===== config.mk =====
export PLATFORM = sky130hd
export DESIGN_NAME = dbg_serial_port
export DESIGN_NICKNAME = d
export VERILOG_FILES = /design/src/verilog/dbg_serial_pkg.sv /design/src/verilog/sync_two_stage.sv /design/src/verilog/dbg_serial_port.sv
export SDC_FILE = /design/constraint.sdc
export NUM_CORES = 1
export LEC_CHECK = 0
export BUFFER_PORTS_ARGS = -buffer_cell sky130_fd_sc_hd__buf_4
export CORE_UTILIZATION = 59
export CTS_BUF_LIST = sky130_fd_sc_hd__clkbuf_4 sky130_fd_sc_hd__clkbuf_8
export DETAILED_ROUTE_END_ITERATION = 6
export GPL_ROUTABILITY_DRIVEN = 1
export PLACE_DENSITY = 0.88
export SLEW_MARGIN = 25
export SYNTH_ARGS = -nofsm -noshare
export SYNTH_HDL_FRONTEND = slang
export SYNTH_SLANG_ARGS = --single-unit

===== constraint.sdc =====
create_clock -name clk -period 3.2 [get_ports clk]
set_clock_uncertainty 0.2 [all_clocks]
set_input_delay 0.16 -clock clk [delete_from_list [all_inputs] [get_ports clk]]
set_output_delay 0.16 -clock clk [all_outputs]
set_load 0.02 [all_outputs]

===== src/verilog/dbg_serial_pkg.sv =====
package dbg_serial_pkg;

   // shift register and frame geometry
   localparam int SHIFT_WIDTH     = 35;
   localparam int CPU_WORD_WIDTH  = 32;
   localparam int TRAP_DATA_WIDTH = 7;
   localparam int CPU_FRAME_BITS  = 35;
   localparam int TRAP_FRAME_BITS = 10;
   localparam int COUNT_WIDTH     = 6;

   // field positions inside the received frame
   localparam int CPU_LEN_POS      = 33;
   localparam int CPU_CTRL_POS     = 32;
   localparam int TRAP_LEN_POS     = 8;
   localparam int TRAP_CTRL_POS    = 7;
   localparam int BRK_NONMASK_POS  = 6;
   localparam int BRK_MASK_POS     = 5;

   // number of exception sources gated by the debug enable mask
   localparam int EXC_SOURCES = 3;

   // reset values
   localparam logic [SHIFT_WIDTH-1:0]     SHIFT_RESET = 35'h7FFFFFFFF;
   localparam logic [TRAP_DATA_WIDTH-1:0] TRAP_RESET  = 7'h00;

   // output status encodings
   typedef enum logic [1:0] {
      STATUS_VALID_DATA = 2'b00,
      STATUS_SEQ_ERROR  = 2'b01,
      STATUS_CPU_EXC    = 2'b10,
      STATUS_NULL       = 2'b11
   } status_type;

   // frame handling states
   typedef enum logic [1:0] {
      ST_READY   = 2'b00,
      ST_SHIFT   = 2'b01,
      ST_DONE    = 2'b10,
      ST_WAITCPU = 2'b11
   } state_type;

   // word handed from the port to the cpu
   typedef struct packed {
      logic                      valid;
      logic                      is_data;
      logic [CPU_WORD_WIDTH-1:0] word;
   } cpu_word_type;

   // trap enable and breakpoint outputs
   typedef struct packed {
      logic [TRAP_DATA_WIDTH-1:0] trap_enables;
      logic                       brk_nonmask;
      logic                       brk_mask;
   } trap_ctrl_type;

endpackage : dbg_serial_pkg


===== src/verilog/sync_two_stage.sv =====
`timescale 1ns/1ns
`default_nettype none
module sync_two_stage #(
   parameter int WIDTH = 1
) (
   // clock and reset
   input  wire logic             clk,
   input  wire logic             rst_n,
   // asynchronous level in, synchronised level out
   input  wire logic [WIDTH-1:0] async_in,
   output var  logic [WIDTH-1:0] sync_out
);

   logic [WIDTH-1:0] stage1_reg;   // first stage, read only by the second

   // refuse an empty bus
   if (WIDTH < 1) begin : g_width_check
      $error("sync_two_stage: WIDTH must be at least 1");
   end

   // two flip-flops in series
   always_ff @(posedge clk or negedge rst_n) begin
      if (!rst_n) begin
         stage1_reg <= '0;
         sync_out   <= '0;
      end else begin
         stage1_reg <= async_in;
         sync_out   <= stage1_reg;
      end
   end

endmodule : sync_two_stage
`default_nettype wire


===== src/verilog/dbg_serial_port.sv =====
`timescale 1ns/1ns
`default_nettype none
module dbg_serial_port (
   // clock and reset
   input  wire logic                                   clk,
   input  wire logic                                   rst_n,
   // serial pins from the development tool
   input  wire logic                                   serial_clock_in,
   input  wire logic                                   serial_data_in,
   // serial pin to the development tool
   output var  logic                                   serial_data_out,
   // general output use of the serial out pin
   input  wire logic                                   gp_out_enable,
   input  wire logic                                   gp_out_level,
   // cpu state and requests
   input  wire logic                                   debug_mode,
   input  wire logic                                   cpu_fetch_pending,
   input  wire logic                                   cpu_read_pending,
   input  wire logic                                   cpu_busy,
   // cpu write to the port data register
   input  wire logic                                   cpu_wr_valid,
   input  wire logic [dbg_serial_pkg::CPU_WORD_WIDTH-1:0] cpu_wr_data,
   // exception sources and their enables
   input  wire logic [dbg_serial_pkg::EXC_SOURCES-1:0] cpu_exc_events,
   input  wire logic [dbg_serial_pkg::EXC_SOURCES-1:0] debug_enable_mask,
   // words to the cpu and access termination
   output var  dbg_serial_pkg::cpu_word_type           cpu_word,
   output var  logic                                   cpu_bus_error,
   // trap enable control outputs
   output var  dbg_serial_pkg::trap_ctrl_type          trap_enable_control
);
   import dbg_serial_pkg::*;

   // refuse package geometry that the frame logic cannot serve
   if (CPU_FRAME_BITS != SHIFT_WIDTH) begin : g_frame_check
      $error("dbg_serial_port: a cpu frame must fill the whole shift register");
   end
   if ((1 << COUNT_WIDTH) <= CPU_FRAME_BITS) begin : g_count_check
      $error("dbg_serial_port: bit counter too narrow for a cpu frame");
   end
   if (TRAP_FRAME_BITS != TRAP_DATA_WIDTH + 3) begin : g_trap_check
      $error("dbg_serial_port: trap frame is start, length, control and data bits");
   end

   // synchronised pins
   logic [1:0]                 pins_sync;          // {clock, data}
   logic                       sclk_sync;          // synchronised serial clock
   logic                       sdin_sync;          // synchronised serial data
   logic                       sclk_prev_reg;      // serial clock one cycle ago
   logic                       sclk_rise;          // rising serial clock edge

   // frame machine
   state_type                  state_reg;          // current state
   state_type                  state_next;         // next state
   logic [SHIFT_WIDTH-1:0]     shift_reg;          // port shift register
   logic [SHIFT_WIDTH-1:0]     shift_next;         // next shift register
   logic [COUNT_WIDTH-1:0]     count_reg;          // bits taken in this frame
   logic [COUNT_WIDTH-1:0]     count_next;         // next bit count
   logic                       discard_reg;        // drop this frame's input
   logic                       discard_next;       // next discard flag

   // latches
   logic                       seq_latch_reg;      // sequencing error pending
   logic                       exc_latch_reg;      // cpu exception pending
   logic                       data_loaded_reg;    // cpu data waiting to go out
   logic [CPU_WORD_WIDTH-1:0]  data_word_reg;      // cpu data word

   // decode of the completed frame
   logic                       frame_is_trap;      // length bit set
   logic                       frame_ctrl;         // control bit
   logic                       frame_end;          // last bit shifted in
   logic                       cpu_frame_bad;      // cpu frame raises error
   logic                       deliver;            // word goes to the cpu
   logic                       exc_event;          // enabled exception seen
   logic                       seq_set;            // set the sequencing latch
   logic                       load_out;           // load next output frame
   status_type                 out_status;         // status of next frame
   logic [CPU_WORD_WIDTH-1:0]  out_data;           // data of next frame
   logic                       ready_ok;           // frame may be closed
   logic                       out_pin_next;       // next serial out level
   logic                       seq_out_load;       // sequencing status loaded now
   logic                       exc_out_load;       // exception status loaded now
   logic                       exc_set;            // set the exception latch

   // pin synchronisers
   sync_two_stage #(
      .WIDTH    (2)
   ) u_pin_sync (
      .clk      (clk),
      .rst_n    (rst_n),
      .async_in ({serial_clock_in, serial_data_in}),
      .sync_out (pins_sync)
   );

   // split synchronised pins
   assign sclk_sync = pins_sync[1];
   assign sdin_sync = pins_sync[0];

   // remember last serial clock level
   // reset low matches the idle pin, so no false edge follows reset
   always_ff @(posedge clk or negedge rst_n) begin
      if (!rst_n) begin
         sclk_prev_reg <= 1'b0;
      end else begin
         sclk_prev_reg <= sclk_sync;
      end
   end

   assign sclk_rise = sclk_sync & ~sclk_prev_reg;

   assign frame_is_trap = (count_reg >= COUNT_WIDTH'(2)) &&
                          (count_reg == COUNT_WIDTH'(TRAP_FRAME_BITS) ?
                           shift_reg[TRAP_LEN_POS] : shift_reg[CPU_LEN_POS]);

   // frame end after the right number of bits
   // a trap frame ends on its tenth bit, a cpu frame on its last; the length bit decides
   assign frame_end = sclk_rise && (state_reg == ST_SHIFT) &&
                      ((count_reg == COUNT_WIDTH'(TRAP_FRAME_BITS - 1) && shift_reg[TRAP_LEN_POS - 1]) ||
                       (count_reg == COUNT_WIDTH'(CPU_FRAME_BITS - 1)));

   assign frame_ctrl = frame_is_trap ? shift_reg[TRAP_CTRL_POS] : shift_reg[CPU_CTRL_POS];

   assign cpu_frame_bad = !debug_mode ||
                          (!frame_ctrl && cpu_read_pending) ||
                          (frame_ctrl && cpu_fetch_pending && !cpu_read_pending);

   // completed cpu frame that is kept
   assign deliver = (state_reg == ST_DONE) && !discard_reg && !frame_is_trap && !cpu_frame_bad;

   // sequencing error from a kept cpu frame
   assign seq_set = (state_reg == ST_DONE) && !discard_reg && !frame_is_trap && cpu_frame_bad;

   assign exc_event = debug_mode && |(cpu_exc_events & debug_enable_mask);

   assign ready_ok = !debug_mode || !cpu_busy;

   // output frame is loaded when ready is raised
   assign load_out = (state_reg == ST_WAITCPU) && ready_ok;

   // status that is being loaded into the next output frame
   assign seq_out_load = load_out && (out_status == STATUS_SEQ_ERROR);
   assign exc_out_load = load_out && (out_status == STATUS_CPU_EXC);

   // follow-up exception, debug only
   // the bus error turns into a cpu exception whenever a sequencing status is loaded in debug mode;
   // outside debug a sequencing status is followed by null
   assign exc_set = exc_event || (seq_out_load && debug_mode);

   assign out_status = data_loaded_reg ? STATUS_VALID_DATA :
                       seq_latch_reg   ? STATUS_SEQ_ERROR  :
                       exc_latch_reg   ? STATUS_CPU_EXC    : STATUS_NULL;

   assign out_data = (out_status == STATUS_VALID_DATA) ? data_word_reg : {CPU_WORD_WIDTH{1'b1}};

   // frame state and shift register next values
   // bits that arrive while in done or waitcpu are ignored
   always_comb begin
      state_next   = state_reg;
      shift_next   = shift_reg;
      count_next   = count_reg;
      discard_next = discard_reg;
      unique case (state_reg)
         // ready bit showing, wait for start
         ST_READY: begin
            if (sclk_rise) begin
               shift_next = {shift_reg[SHIFT_WIDTH-2:0], sdin_sync};
               if (sdin_sync) begin
                  state_next = ST_SHIFT;
                  count_next = COUNT_WIDTH'(1);
               end else begin
                  shift_next = shift_reg;
               end
            end
         end
         // taking frame bits
         ST_SHIFT: begin
            if (sclk_rise) begin
               shift_next = {shift_reg[SHIFT_WIDTH-2:0], sdin_sync};
               count_next = count_reg + COUNT_WIDTH'(1);
               if (frame_end) begin
                  state_next = ST_DONE;
               end
            end
         end
         // act on the received frame
         ST_DONE: begin
            state_next = ST_WAITCPU;
         end
         // wait for cpu activity to finish
         ST_WAITCPU: begin
            if (ready_ok) begin
               state_next = ST_READY;
               count_next = '0;
               shift_next = {1'b0, out_status, out_data};
               discard_next = (out_status == STATUS_SEQ_ERROR) || (out_status == STATUS_CPU_EXC);
            end
         end
      endcase
   end

   // frame state registers
   // reset enters waitcpu so ready shows as soon as the cpu allows
   always_ff @(posedge clk or negedge rst_n) begin
      if (!rst_n) begin
         state_reg   <= ST_WAITCPU;
         shift_reg   <= SHIFT_RESET;
         count_reg   <= '0;
         discard_reg <= 1'b0;
      end else begin
         state_reg   <= state_next;
         shift_reg   <= shift_next;
         count_reg   <= count_next;
         discard_reg <= discard_next;
      end
   end

   always_ff @(posedge clk or negedge rst_n) begin
      if (!rst_n) begin
         seq_latch_reg <= 1'b0;
      end else if (seq_set) begin
         seq_latch_reg <= 1'b1;
      end else if (seq_out_load) begin
         seq_latch_reg <= 1'b0;
      end
   end

   always_ff @(posedge clk or negedge rst_n) begin
      if (!rst_n) begin
         exc_latch_reg <= 1'b0;
      end else if (exc_set) begin
         // set wins over the clear in the same cycle
         exc_latch_reg <= 1'b1;
      end else if (exc_out_load) begin
         exc_latch_reg <= 1'b0;
      end
   end

   always_ff @(posedge clk or negedge rst_n) begin
      if (!rst_n) begin
         data_loaded_reg <= 1'b0;
         data_word_reg   <= '0;
      end else if (cpu_wr_valid && debug_mode) begin
         data_loaded_reg <= 1'b1;
         data_word_reg   <= cpu_wr_data;
      end else if (load_out) begin
         data_loaded_reg <= 1'b0;
      end
   end

   // handed over at end
   // word and type hold between pulses so a slow cpu can still take them
   always_ff @(posedge clk or negedge rst_n) begin
      if (!rst_n) begin
         cpu_word <= '0;
      end else begin
         cpu_word.valid   <= deliver;
         cpu_word.is_data <= deliver ? frame_ctrl : cpu_word.is_data;
         cpu_word.word    <= deliver ? shift_reg[CPU_WORD_WIDTH-1:0] : cpu_word.word;
      end
   end

   always_ff @(posedge clk or negedge rst_n) begin
      if (!rst_n) begin
         cpu_bus_error <= 1'b0;
      end else begin
         cpu_bus_error <= seq_set || exc_out_load;
      end
   end

   // breakpoint and trap frames
   // a discarded frame leaves the trap enables alone
   always_ff @(posedge clk or negedge rst_n) begin
      if (!rst_n) begin
         trap_enable_control <= {TRAP_RESET, 1'b0, 1'b0};
      end else if (state_reg == ST_DONE && !discard_reg && frame_is_trap) begin
         if (frame_ctrl) begin
            trap_enable_control.brk_nonmask <= shift_reg[BRK_NONMASK_POS];
            trap_enable_control.brk_mask    <= shift_reg[BRK_MASK_POS];
         end else begin
            trap_enable_control.trap_enables <= shift_reg[TRAP_DATA_WIDTH-1:0];
         end
      end
   end

   assign out_pin_next = (gp_out_enable && !debug_mode) ? gp_out_level : shift_reg[SHIFT_WIDTH-1];

   // registered serial output
   // high in reset, so the tool sees not ready until the first frame loads
   always_ff @(posedge clk or negedge rst_n) begin
      if (!rst_n) begin
         serial_data_out <= 1'b1;
      end else begin
         serial_data_out <= out_pin_next;
      end
   end

endmodule : dbg_serial_port
`default_nettype wire


### Yosys cells after proc, flatten, opt, wreduce, memory -nomap -nowiden

Index checks and enable logic that the tools add are counted.

* magnitude comparators: 1
* bitwise gates (word level): 4
* $add $sub $neg: 1
* equality and inequality tests: 13
* muxes and demuxes: 29
* reduce and logical (&&, ||, !) cells: 45

Operator list (number)
* $mux 35: 4
* $pmux 35 s3: 1
* $mux 32: 1
* $mux 6: 4
* $logic_and 1x1->1: 19
* $pmux 6 s3: 1
* $mux 2: 7
* $eq 6x4->1 const B: 2
* $mux 1: 10
* $reduce_and 5->1: 2
* $ne 2x2->1 const B: 4
* $pmux 2 s4: 1
* $logic_not 1->1: 7
* $logic_or 1x1->1: 7
* $add 6x1->6 const B: 1
* $eq 2x2->1 const B: 3
* $eq 6x6->1 const B: 1
* $ge 6x2->1 const B: 1
* $reduce_and 2->1: 3
* $reduce_bool 2->1: 3
* $eq 2x1->1 const B: 2
* $logic_not 2->1: 2
* $and 3x3->3: 1
* $reduce_bool 3->1: 1
* other kinds (4): 5

* output and inout port bits: 45
* word-level logic and storage cells: 112
* flip-flop bits (word level): 129

### Depth between registers and ports, before layout

Gate-level depths: netlist of the first run.

* depth after elaboration: 10
* mapped depth: 9
* gate-level depth less buffers: 8

### Modules after synthesis

Synthesis of the first run repeated with hierarchy kept, for this count alone.

* cells, all modules: 624
* area total of the unflattened synthesis: 6490.0 sq um

Modules (own cells, without submodules)
* dbg_serial_port: sequential area each 3175.5 sq um, times used 1, cells each 620, area an instance 6389.9 sq um
* sync_two_stage: sequential area each 100.1 sq um, times used 1, cells each 4, area an instance 100.1 sq um

### Least setup slack after synthesis of the first run

OpenSTA, ideal clock, no wires.

* path type: register to register
* start point: register count_reg[0]
* end point: register cpu_word[11] in the netlist's numbering
* data required time: 2875 ps
* arrival: 2267 ps
* setup slack: 608 ps
* stages on the path, launching flop included: 10
* period minus slack after synthesis: 2592 ps
* setup time: 125 ps
* path through: dfrtp_1 inv_1 ha_1 or4b_4 a21oi_2 nor3_1 a31oi_2 nand3_2 buf_6 mux2_4

* longest elaborated chain between the ends: 10
* elaborated cells between the ends (all ways): 15
* those cells by class: 1 x order compare; 1 x eq/ne; 2 x mux; 11 x reduce/logical

Ends and longest elaborated chain
* start, declared: line dbg_serial_port.sv:57 `logic [COUNT_WIDTH-1:0] count_reg;`
* start signal, assigned: line dbg_serial_port.sv:212 `count_reg <= count_next;`
* parallel branches: the longest is 2 deep, another holds $ge 6x2->1
* $logic_and 1x1->1 (*): line dbg_serial_port.sv:111 `assign frame_is_trap = (count_reg >= COUNT_WIDTH'(2)) &&`
* $mux 1: line dbg_serial_port.sv:121 `assign frame_ctrl = frame_is_trap ? shift_reg[TRAP_CTRL_POS] : shift_reg[CPU_CTRL_POS];`
* $logic_not 1->1: line dbg_serial_port.sv:124 `(!frame_ctrl && cpu_read_pending) ||`
* $logic_and 1x1->1: line dbg_serial_port.sv:124
* $logic_or 1x1->1: line dbg_serial_port.sv:123 `assign cpu_frame_bad = !debug_mode ||`
* $logic_or 1x1->1: line dbg_serial_port.sv:124
* $logic_not 1->1: line dbg_serial_port.sv:128 `assign deliver = (state_reg == ST_DONE) && !discard_reg && !frame_is_trap && !cpu_frame_bad;`
* $logic_and 1x1->1 (*): line dbg_serial_port.sv:128
* end, declared: line dbg_serial_port.sv:27 `output var dbg_serial_pkg::cpu_word_type cpu_word,`

Every way passes the cells marked *.
A chain may end at the register's enable or synchronous reset.

### Worst setup path in the final report of the first run

* start point: register count_reg[0]
* end point: register seq_latch_reg

* longest elaborated chain between the ends: 10
* elaborated cells between the ends (all ways): 16
* those cells by class: 1 x order compare; 1 x eq/ne; 3 x mux; 11 x reduce/logical

Ends and longest elaborated chain
* parallel branches: the longest is 2 deep, another holds $ge 6x2->1
* $logic_and 1x1->1 (*): line dbg_serial_port.sv:111
* $mux 1: line dbg_serial_port.sv:121
* $logic_not 1->1: line dbg_serial_port.sv:124
* $logic_and 1x1->1: line dbg_serial_port.sv:124
* $logic_or 1x1->1: line dbg_serial_port.sv:123
* $logic_or 1x1->1: line dbg_serial_port.sv:124
* $logic_and 1x1->1 (*): line dbg_serial_port.sv:131 `assign seq_set = (state_reg == ST_DONE) && !discard_reg && !frame_is_trap && cpu_frame_bad;`
* $mux 1 / $reduce_bool 2->1 (equally long branches)
* end signal, assigned: line dbg_serial_port.sv:219 `seq_latch_reg <= 1'b0;`
* end signal, assigned: line dbg_serial_port.sv:221 `seq_latch_reg <= 1'b1;`
* end signal, assigned: line dbg_serial_port.sv:223 `seq_latch_reg <= 1'b0;`
* end, declared: line dbg_serial_port.sv:63 `logic seq_latch_reg;`

Marked as above.

==> impl_metrics.csv, run 1 <==
group,metric,value,unit
final_layout,fill_cells,504,
synth,synth_area_leaders,"dfrtp_1, dfstp_2, mux2_2",
die,die_h,101,um
cts,root_buffer,"clkbuf_8",
place,dpl_cell_area,0.00668,mm2
cts,cts_tree,"yes",
sta,slew_viol_final,0,
synth,async_reset_ff_share,100,%
min_path,min_to,"data_loaded_reg$_DFFE_PN0P_",
global_route,antenna_found_initial,0,
critical_path,cp-startpoint,"count_reg[0]$_DFFE_PN0P_",
drt,antenna_left,0,
critical_path,critPathCaptureType,"register",
pwr,leakage,3.59,nW
synth,yosys-top-cells-count,"dfrtp_1, nand2_1, mux2_2, o21ai_0, nand2b_1",
critical_path,r2r-start,"count_reg[0]$_DFFE_PN0P_",
die,start_util,62.0,%
die,dieWidth,101,um
sta,hold_ws,0.0681,ns
min_path,worstHoldStart,"cpu_wr_valid",
synth,synth_top_cell_by_area,"dfrtp_1",
sta,timing.final.ws_setup,0.249,ns
place,pre_cts_slack,0.407,ns
pwr,power,7.33,mW
final_layout,largest_reg_flops,35,
sta,fin_crit_sh,92.2,%
cts,cts_buffer_depth,2,
drt,drt_iter0_markers,302,
pwr,pwr_density_cell,965,mW/mm2
drt,wire_per_inst,18.9,um
drt,detail_route.vias_per_cell,5.83,
global_route,grt_pass1_vias,4750,
global_route,grt_overflow,0,
place,place.gp.congestion,0.898,
final_layout,syn2layout_area_growth,30.3,%
place,dp_hpwl,8.40,mm
cts,clock_sinks,129,
min_path,hold_path_class,"input pin to register",
sta,worstMarginPinSlew,0.930,ns
global_route,grt.total_usage,30.5,%
cts,cts.clk_slew.worst_paths,0.07,ns
final_layout,fin_nets,678,
sta,hold_viol,0,
final_layout,drive_gt1_share,40.0,%
sta,fmax,0.339,GHz
sta,finalWorstPathRequiredPeriod,2.95,ns
drt,wl_met3,930,um
pwr,vdd_drop_max,0.000535,V
critical_path,r2r_cells,9,
sta,tns,0,ns
critical_path,timing.critical_path.fanout_max,7,
synth,syn-cell-area,0.00583,mm2
critical_path,timing.rr.end,"seq_latch_reg$_DFFE_PN0P_",
final_layout,final_cell_area,0.00760,mm2
final_layout,antenna_cells,0,
die,fp-row-count,35,
critical_path,required,3.37,ns
synth,avgSynthCellArea,12.0,um2
drt,drt-pass1-iter-count,5,
place,port_buffers,93,
synth,synth_seq_area_share,56.1,%
drt,wl_met1,5.83,mm
synth,synth.most_common_cell,"dfrtp_1",
outcome,status,"complete, no violations",
synth,synth-seq-cells,129,
global_route,grt_max_degree,66,
critical_path,reg2reg_slack,0.25,ns
die,dieArea,0.0103,mm2
drt,wl_met2,7.43,mm
critical_path,criticalPathCategory,"register to register",
die,core-area,0.00942,mm2
drt,vias,4453,
sta,relSlewSlack,38.0,%
cts,numCtsBuffers,17,
die,io_pins,94,
sta,rsz0062_at_grt,"false",
synth,yosys.area.top_type_share,39.0,%
synth,syn_nets,542,
job,maxCapViolations,0,
drt,top_layer_used,"met4",
synth,synth_cell_types,40,
synth,synth_edf_count,0,
drt,remaining_drc_errors,0,
cts,clock_latency,0.44,ns
min_path,whs_path_depth,4,
synth,synth_flop_cell,"dfrtp_1",
critical_path,startpoint_type,"register",
critical_path,critPathArrivalTime,3.12,ns
drt,drt-total-wl,14.5,mm
global_route,grt_pass1_wl,23.3,mm
synth,synthCells,486,
sta,setup_viol,0,
cts,ctsResizeCount,0,
cts,htree_levels,4,
synth,yosysWarnings,0,
-- area by class of cell --
| type | instances | area [um2] | share of cell area [%] |
|---|---|---|---|
| sequential | 129 | 3280 | 43.1 |
| multi-input combinational | 318 | 2400 | 31.6 |
| timing repair buffer | 148 | 1250 | 16.4 |
| clock buffer | 21 | 283 | 3.72 |
| clock inverter | 11 | 201 | 2.65 |
| tap | 129 | 161 | 2.12 |
| inverter | 8 | 30.0 | 0.395 |
-- cell families (layout without fill, tap and decap cells) --
logic type,Yosys count,count (layout),synth area share [%]
flip-flops,129,129,56.1
AND/OR/NAND/NOR,128,128,11.2
AO/OA/AOI/OAI,107,107,11.7
buffers and inverters,39,188,2.92
multiplexers,76,76,16.5
adder cells (fa/ha/maj),7,7,1.50
-- layer usage --
layer,up-vias,track usage [%]
met3,34,7.45
li1,1985,-
met1,2224,36.8
met2,210,52.4
met5,-,0
met4,0,13.3
-- power by group --
part	leakage, nW	switching [mW]	internal (mW)
clock network	0.240	0.673	1.01
logic	1.79	1.59	1.26
registers	1.55	0.484	2.32
total	3.59	2.75	4.58
-- through the flow --
step | std cells | utilization [%]
2_1_floorplan | 486 | -
3_3_place_gp | 688 | 70.9
3_5_place_dp | 688 | 70.9
4_1_cts | 764 | 80.7
5_1_grt | 764 | 80.7
6_report | 764 | 80.7
-- worst max-delay path by stage --
stage | to | slack (ns) | cells past startpoint
3_5_place_dp | cpu_word[8]$_DFFE_PN0P_ | 0.41 | 9
3_3_place_gp | cpu_word[9]$_DFFE_PN0P_ | 0.55 | 9
4_1_cts | seq_latch_reg$_DFFE_PN0P_ | 0.33 | 9
6_report | seq_latch_reg$_DFFE_PN0P_ | 0.25 | 9
2_1_floorplan | cpu_word[11]$_DFFE_PN0P_ | 0.61 | 9
5_1_grt | trap_enable_control[5]$_DFFE_PN0P_ | 0.11 | 7
-- repair_timing --
action / 4_1_cts / 5_1_grt
buffers inserted: 0 / 0
hold endpoints to repair: 83 / 0
hold buffers: 44 / 0
-- cells in the final DEF (no fill, tap or decap), types with 4 or more instances in the layout --
| cell | count |
|---|---|
| a21oi_1 | 10 |
| a22oi_1 | 31 |
| buf_4 | 102 |
| bufinv_16 | 5 |
| clkbuf_8 | 20 |
| clkinv_4 | 4 |
| dfrtp_1 | 91 |
| dfstp_2 | 38 |
| dlygate4sd3_1 | 44 |
| ha_1 | 7 |
| inv_1 | 8 |
| mux2_2 | 46 |
| mux2_4 | 29 |
| nand2_1 | 55 |
| nand2b_1 | 40 |
| nor2_1 | 7 |
| nor2b_1 | 4 |
| nor3_1 | 7 |
| o21ai_0 | 43 |
-- worst max-delay path, stage by stage, from the launching register on --
cell and delay, ns:
dfrtp_1 0.45, inv_1 0.07, ha_1 0.27, or3_1 0.39, o211a_1 0.25, nor3_1 0.27
nor2_1 0.09, a21o_1 0.20, o211ai_1 0.11, dlygate4sd3_1 0.58
Note: power is estimated with default switching activity, not from simulation.
==> inputs of run 2 (changes only) <==
--- a/config.mk
+++ b/config.mk
@@ -6,11 +6,11 @@
 export NUM_CORES = 1
 export LEC_CHECK = 0
 export BUFFER_PORTS_ARGS = -buffer_cell sky130_fd_sc_hd__buf_4
-export CORE_UTILIZATION = 59
+export CORE_UTILIZATION = 55
 export CTS_BUF_LIST = sky130_fd_sc_hd__clkbuf_4 sky130_fd_sc_hd__clkbuf_8
 export DETAILED_ROUTE_END_ITERATION = 6
 export GPL_ROUTABILITY_DRIVEN = 1
-export PLACE_DENSITY = 0.88
+export PLACE_DENSITY = 0.83
 export SLEW_MARGIN = 25
 export SYNTH_ARGS = -nofsm -noshare
 export SYNTH_HDL_FRONTEND = slang
==> impl_metrics.csv, run 2 (synthesis results as in run 1) <==
group,metric,value,unit
sta,hold_viol,0,
sta,worstMarginPinSlew,0.808,ns
die,die_h,105,um
global_route,antenna_found_initial,1,
sta,finalWorstPathRequiredPeriod,3.00,ns
die,dieWidth,105,um
drt,wire_per_inst,16.9,um
sta,rsz0062_at_grt,"false",
cts,cts_buffer_depth,2,
drt,remaining_drc_errors,0,
drt,antenna_left,0,
pwr,power,6.83,mW
final_layout,syn2layout_area_growth,28.5,%
final_layout,final_common_cell,"buf_4",
place,port_buffers,93,
critical_path,cp_top_family,"simple AND/OR/NAND/NOR gates",
sta,fin_crit_sh,93.7,%
cts,clock_latency,0.42,ns
die,dieArea,0.0110,mm2
pwr,pwr_density_cell,911,mW/mm2
drt,detail_route.vias_per_cell,5.60,
pwr,vdd_drop_max,0.000467,V
drt,drt-pass1-iter-count,6,
critical_path,startpoint_type,"register",
place,pre_cts_slack,0.249,ns
global_route,grt_overflow,0,
sta,tns,0,ns
final_layout,most-common-layout-cells,"buf_4, dfrtp_1, nand2_1",
critical_path,criticalPathCategory,"register to register",
die,io_pins,94,
drt,drt-total-wl,13.1,mm
job,maxCapViolations,0,
die,start_util,56.5,%
sta,slew_viol_final,0,
die,core-area,0.0103,mm2
critical_path,path_cells,"inv_1, ha_1, or3_1, o211a_1, nor3_1, nor3_1, nand3_2, buf_4, mux2_2",
critical_path,required,3.32,ns
critical_path,r2r-start,"count_reg[0]$_DFFE_PN0P_",
final_layout,drive_gt1_share,40.4,%
cts,ctsResizeCount,0,
final_layout,largest_reg_flops,35,
cts,root_buffer,"clkbuf_8",
cts,htree_levels,4,
drt,vias,4346,
cts,cts.clk_slew.worst_paths,0.07,ns
critical_path,cpMostUsedCell,"nor3_1",
critical_path,max_stage_delay,0.44,ns
die,fp-row-count,37,
critical_path,critPathArrivalTime,3.11,ns
global_route,grt.total_usage,25.8,%
critical_path,timing.critical_path.fanout_max,20,
sta,setup_viol,0,
sta,timing.final.ws_setup,0.201,ns
critical_path,worst-path-buf-inv,2,
critical_path,critPathCaptureType,"register",
drt,drt_iter0_markers,276,
cts,numCtsBuffers,17,
min_path,hold_path_class,"input pin to register",
critical_path,critPathSlowestCell,"dfrtp_1",
sta,fmax,0.333,GHz
final_layout,fin_nets,682,
cts,clock_sinks,129,
place,dp_hpwl,8.21,mm
global_route,grt_pass1_wl,22.2,mm
min_path,worstHoldStart,"cpu_wr_valid",
sta,relSlewSlack,46.1,%
global_route,grt_max_degree,66,
place,place.gp.congestion,0.821,
global_route,grt_pass1_vias,4617,
final_layout,fill_cells,675,
cts,cts_tree,"yes",
pwr,leakage,3.55,nW
critical_path,cp-startpoint,"count_reg[0]$_DFFE_PN0P_",
outcome,status,"complete, no violations",
## run 2: tightest hold or removal path: cells and delay by family
kind	cells	cell delay, ns
buffers and inverters	2	0.34
AND/OR/NAND/NOR	2	0.15
## run 2: repair_timing
| item | CTS | global route |
|---|---|---|
| endpoints found under the hold margin | 93 | 0 |
| buffers inserted | 0 | 0 |
| setup endpoints to repair | 0 | 0 |
| hold buffers | 44 | 0 |
## run 2: area by class of cell
cell class                      instances  area [um2]  share of cell area [%]
Clock buffer                           26         327                    4.36
Sequential cell                       129        3280                    43.7
Clock inverter                          6        32.5                   0.434
Timing Repair Buffer                  152        1260                    16.8
Multi-Input combinational cell        318        2400                    32.0
Tap cell                              136         170                    2.27
Antenna cell                            1        2.50                  0.0334
Inverter                                8        30.0                   0.400
## run 2: power by group
part           internal (mW)  switching (mW)
combinational           1.29            1.56
clock                  0.655           0.585
sequential              2.32           0.427
total                   4.26            2.57
## run 2: path summary, 6_finish.rpt
check                                                         to  slack, ns  depth (start not counted)
worst max-delay path                    cpu_word[10]$_DFFE_PN0P_       0.20                          9
worst max register to register          cpu_word[10]$_DFFE_PN0P_       0.20                          9
worst min-delay path                 data_loaded_reg$_DFFE_PN0P_       0.06                          4
max in group asynchronous              shift_reg[30]$_DFFE_PN1P_       1.76                          3
min in group asynchronous            data_loaded_reg$_DFFE_PN0P_       0.17                          2
worst min register to register  u_pin_sync.sync_out[0]$_DFF_PN0_       0.16                          0
## run 2: through the flow
| step | utilization (%) | cell area (um2) | std cells | hold slack [ns] |
|---|---|---|---|---|
| after CTS | 72.6 | 7500 | 775 | 0.0392 |
| after global routing | 72.6 | 7500 | 776 | 0.0678 |
| after floorplan | - | 5830 | 486 | -0.336 |
| after detailed placement | 64.9 | 6700 | 699 | 0.0717 |
| after global placement | 64.7 | 6680 | 698 | 0.0711 |
| final | 72.6 | 7500 | 776 | 0.0592 |
## run 2: per-layer routing
layer	track usage, %	vias up	part of all wire [%]
met5	0	-	0
met4	10.3	0	2.0
met3	5.86	26	5.1
met2	44.5	165	51
met1	31.4	2161	42
li1	-	1994	-
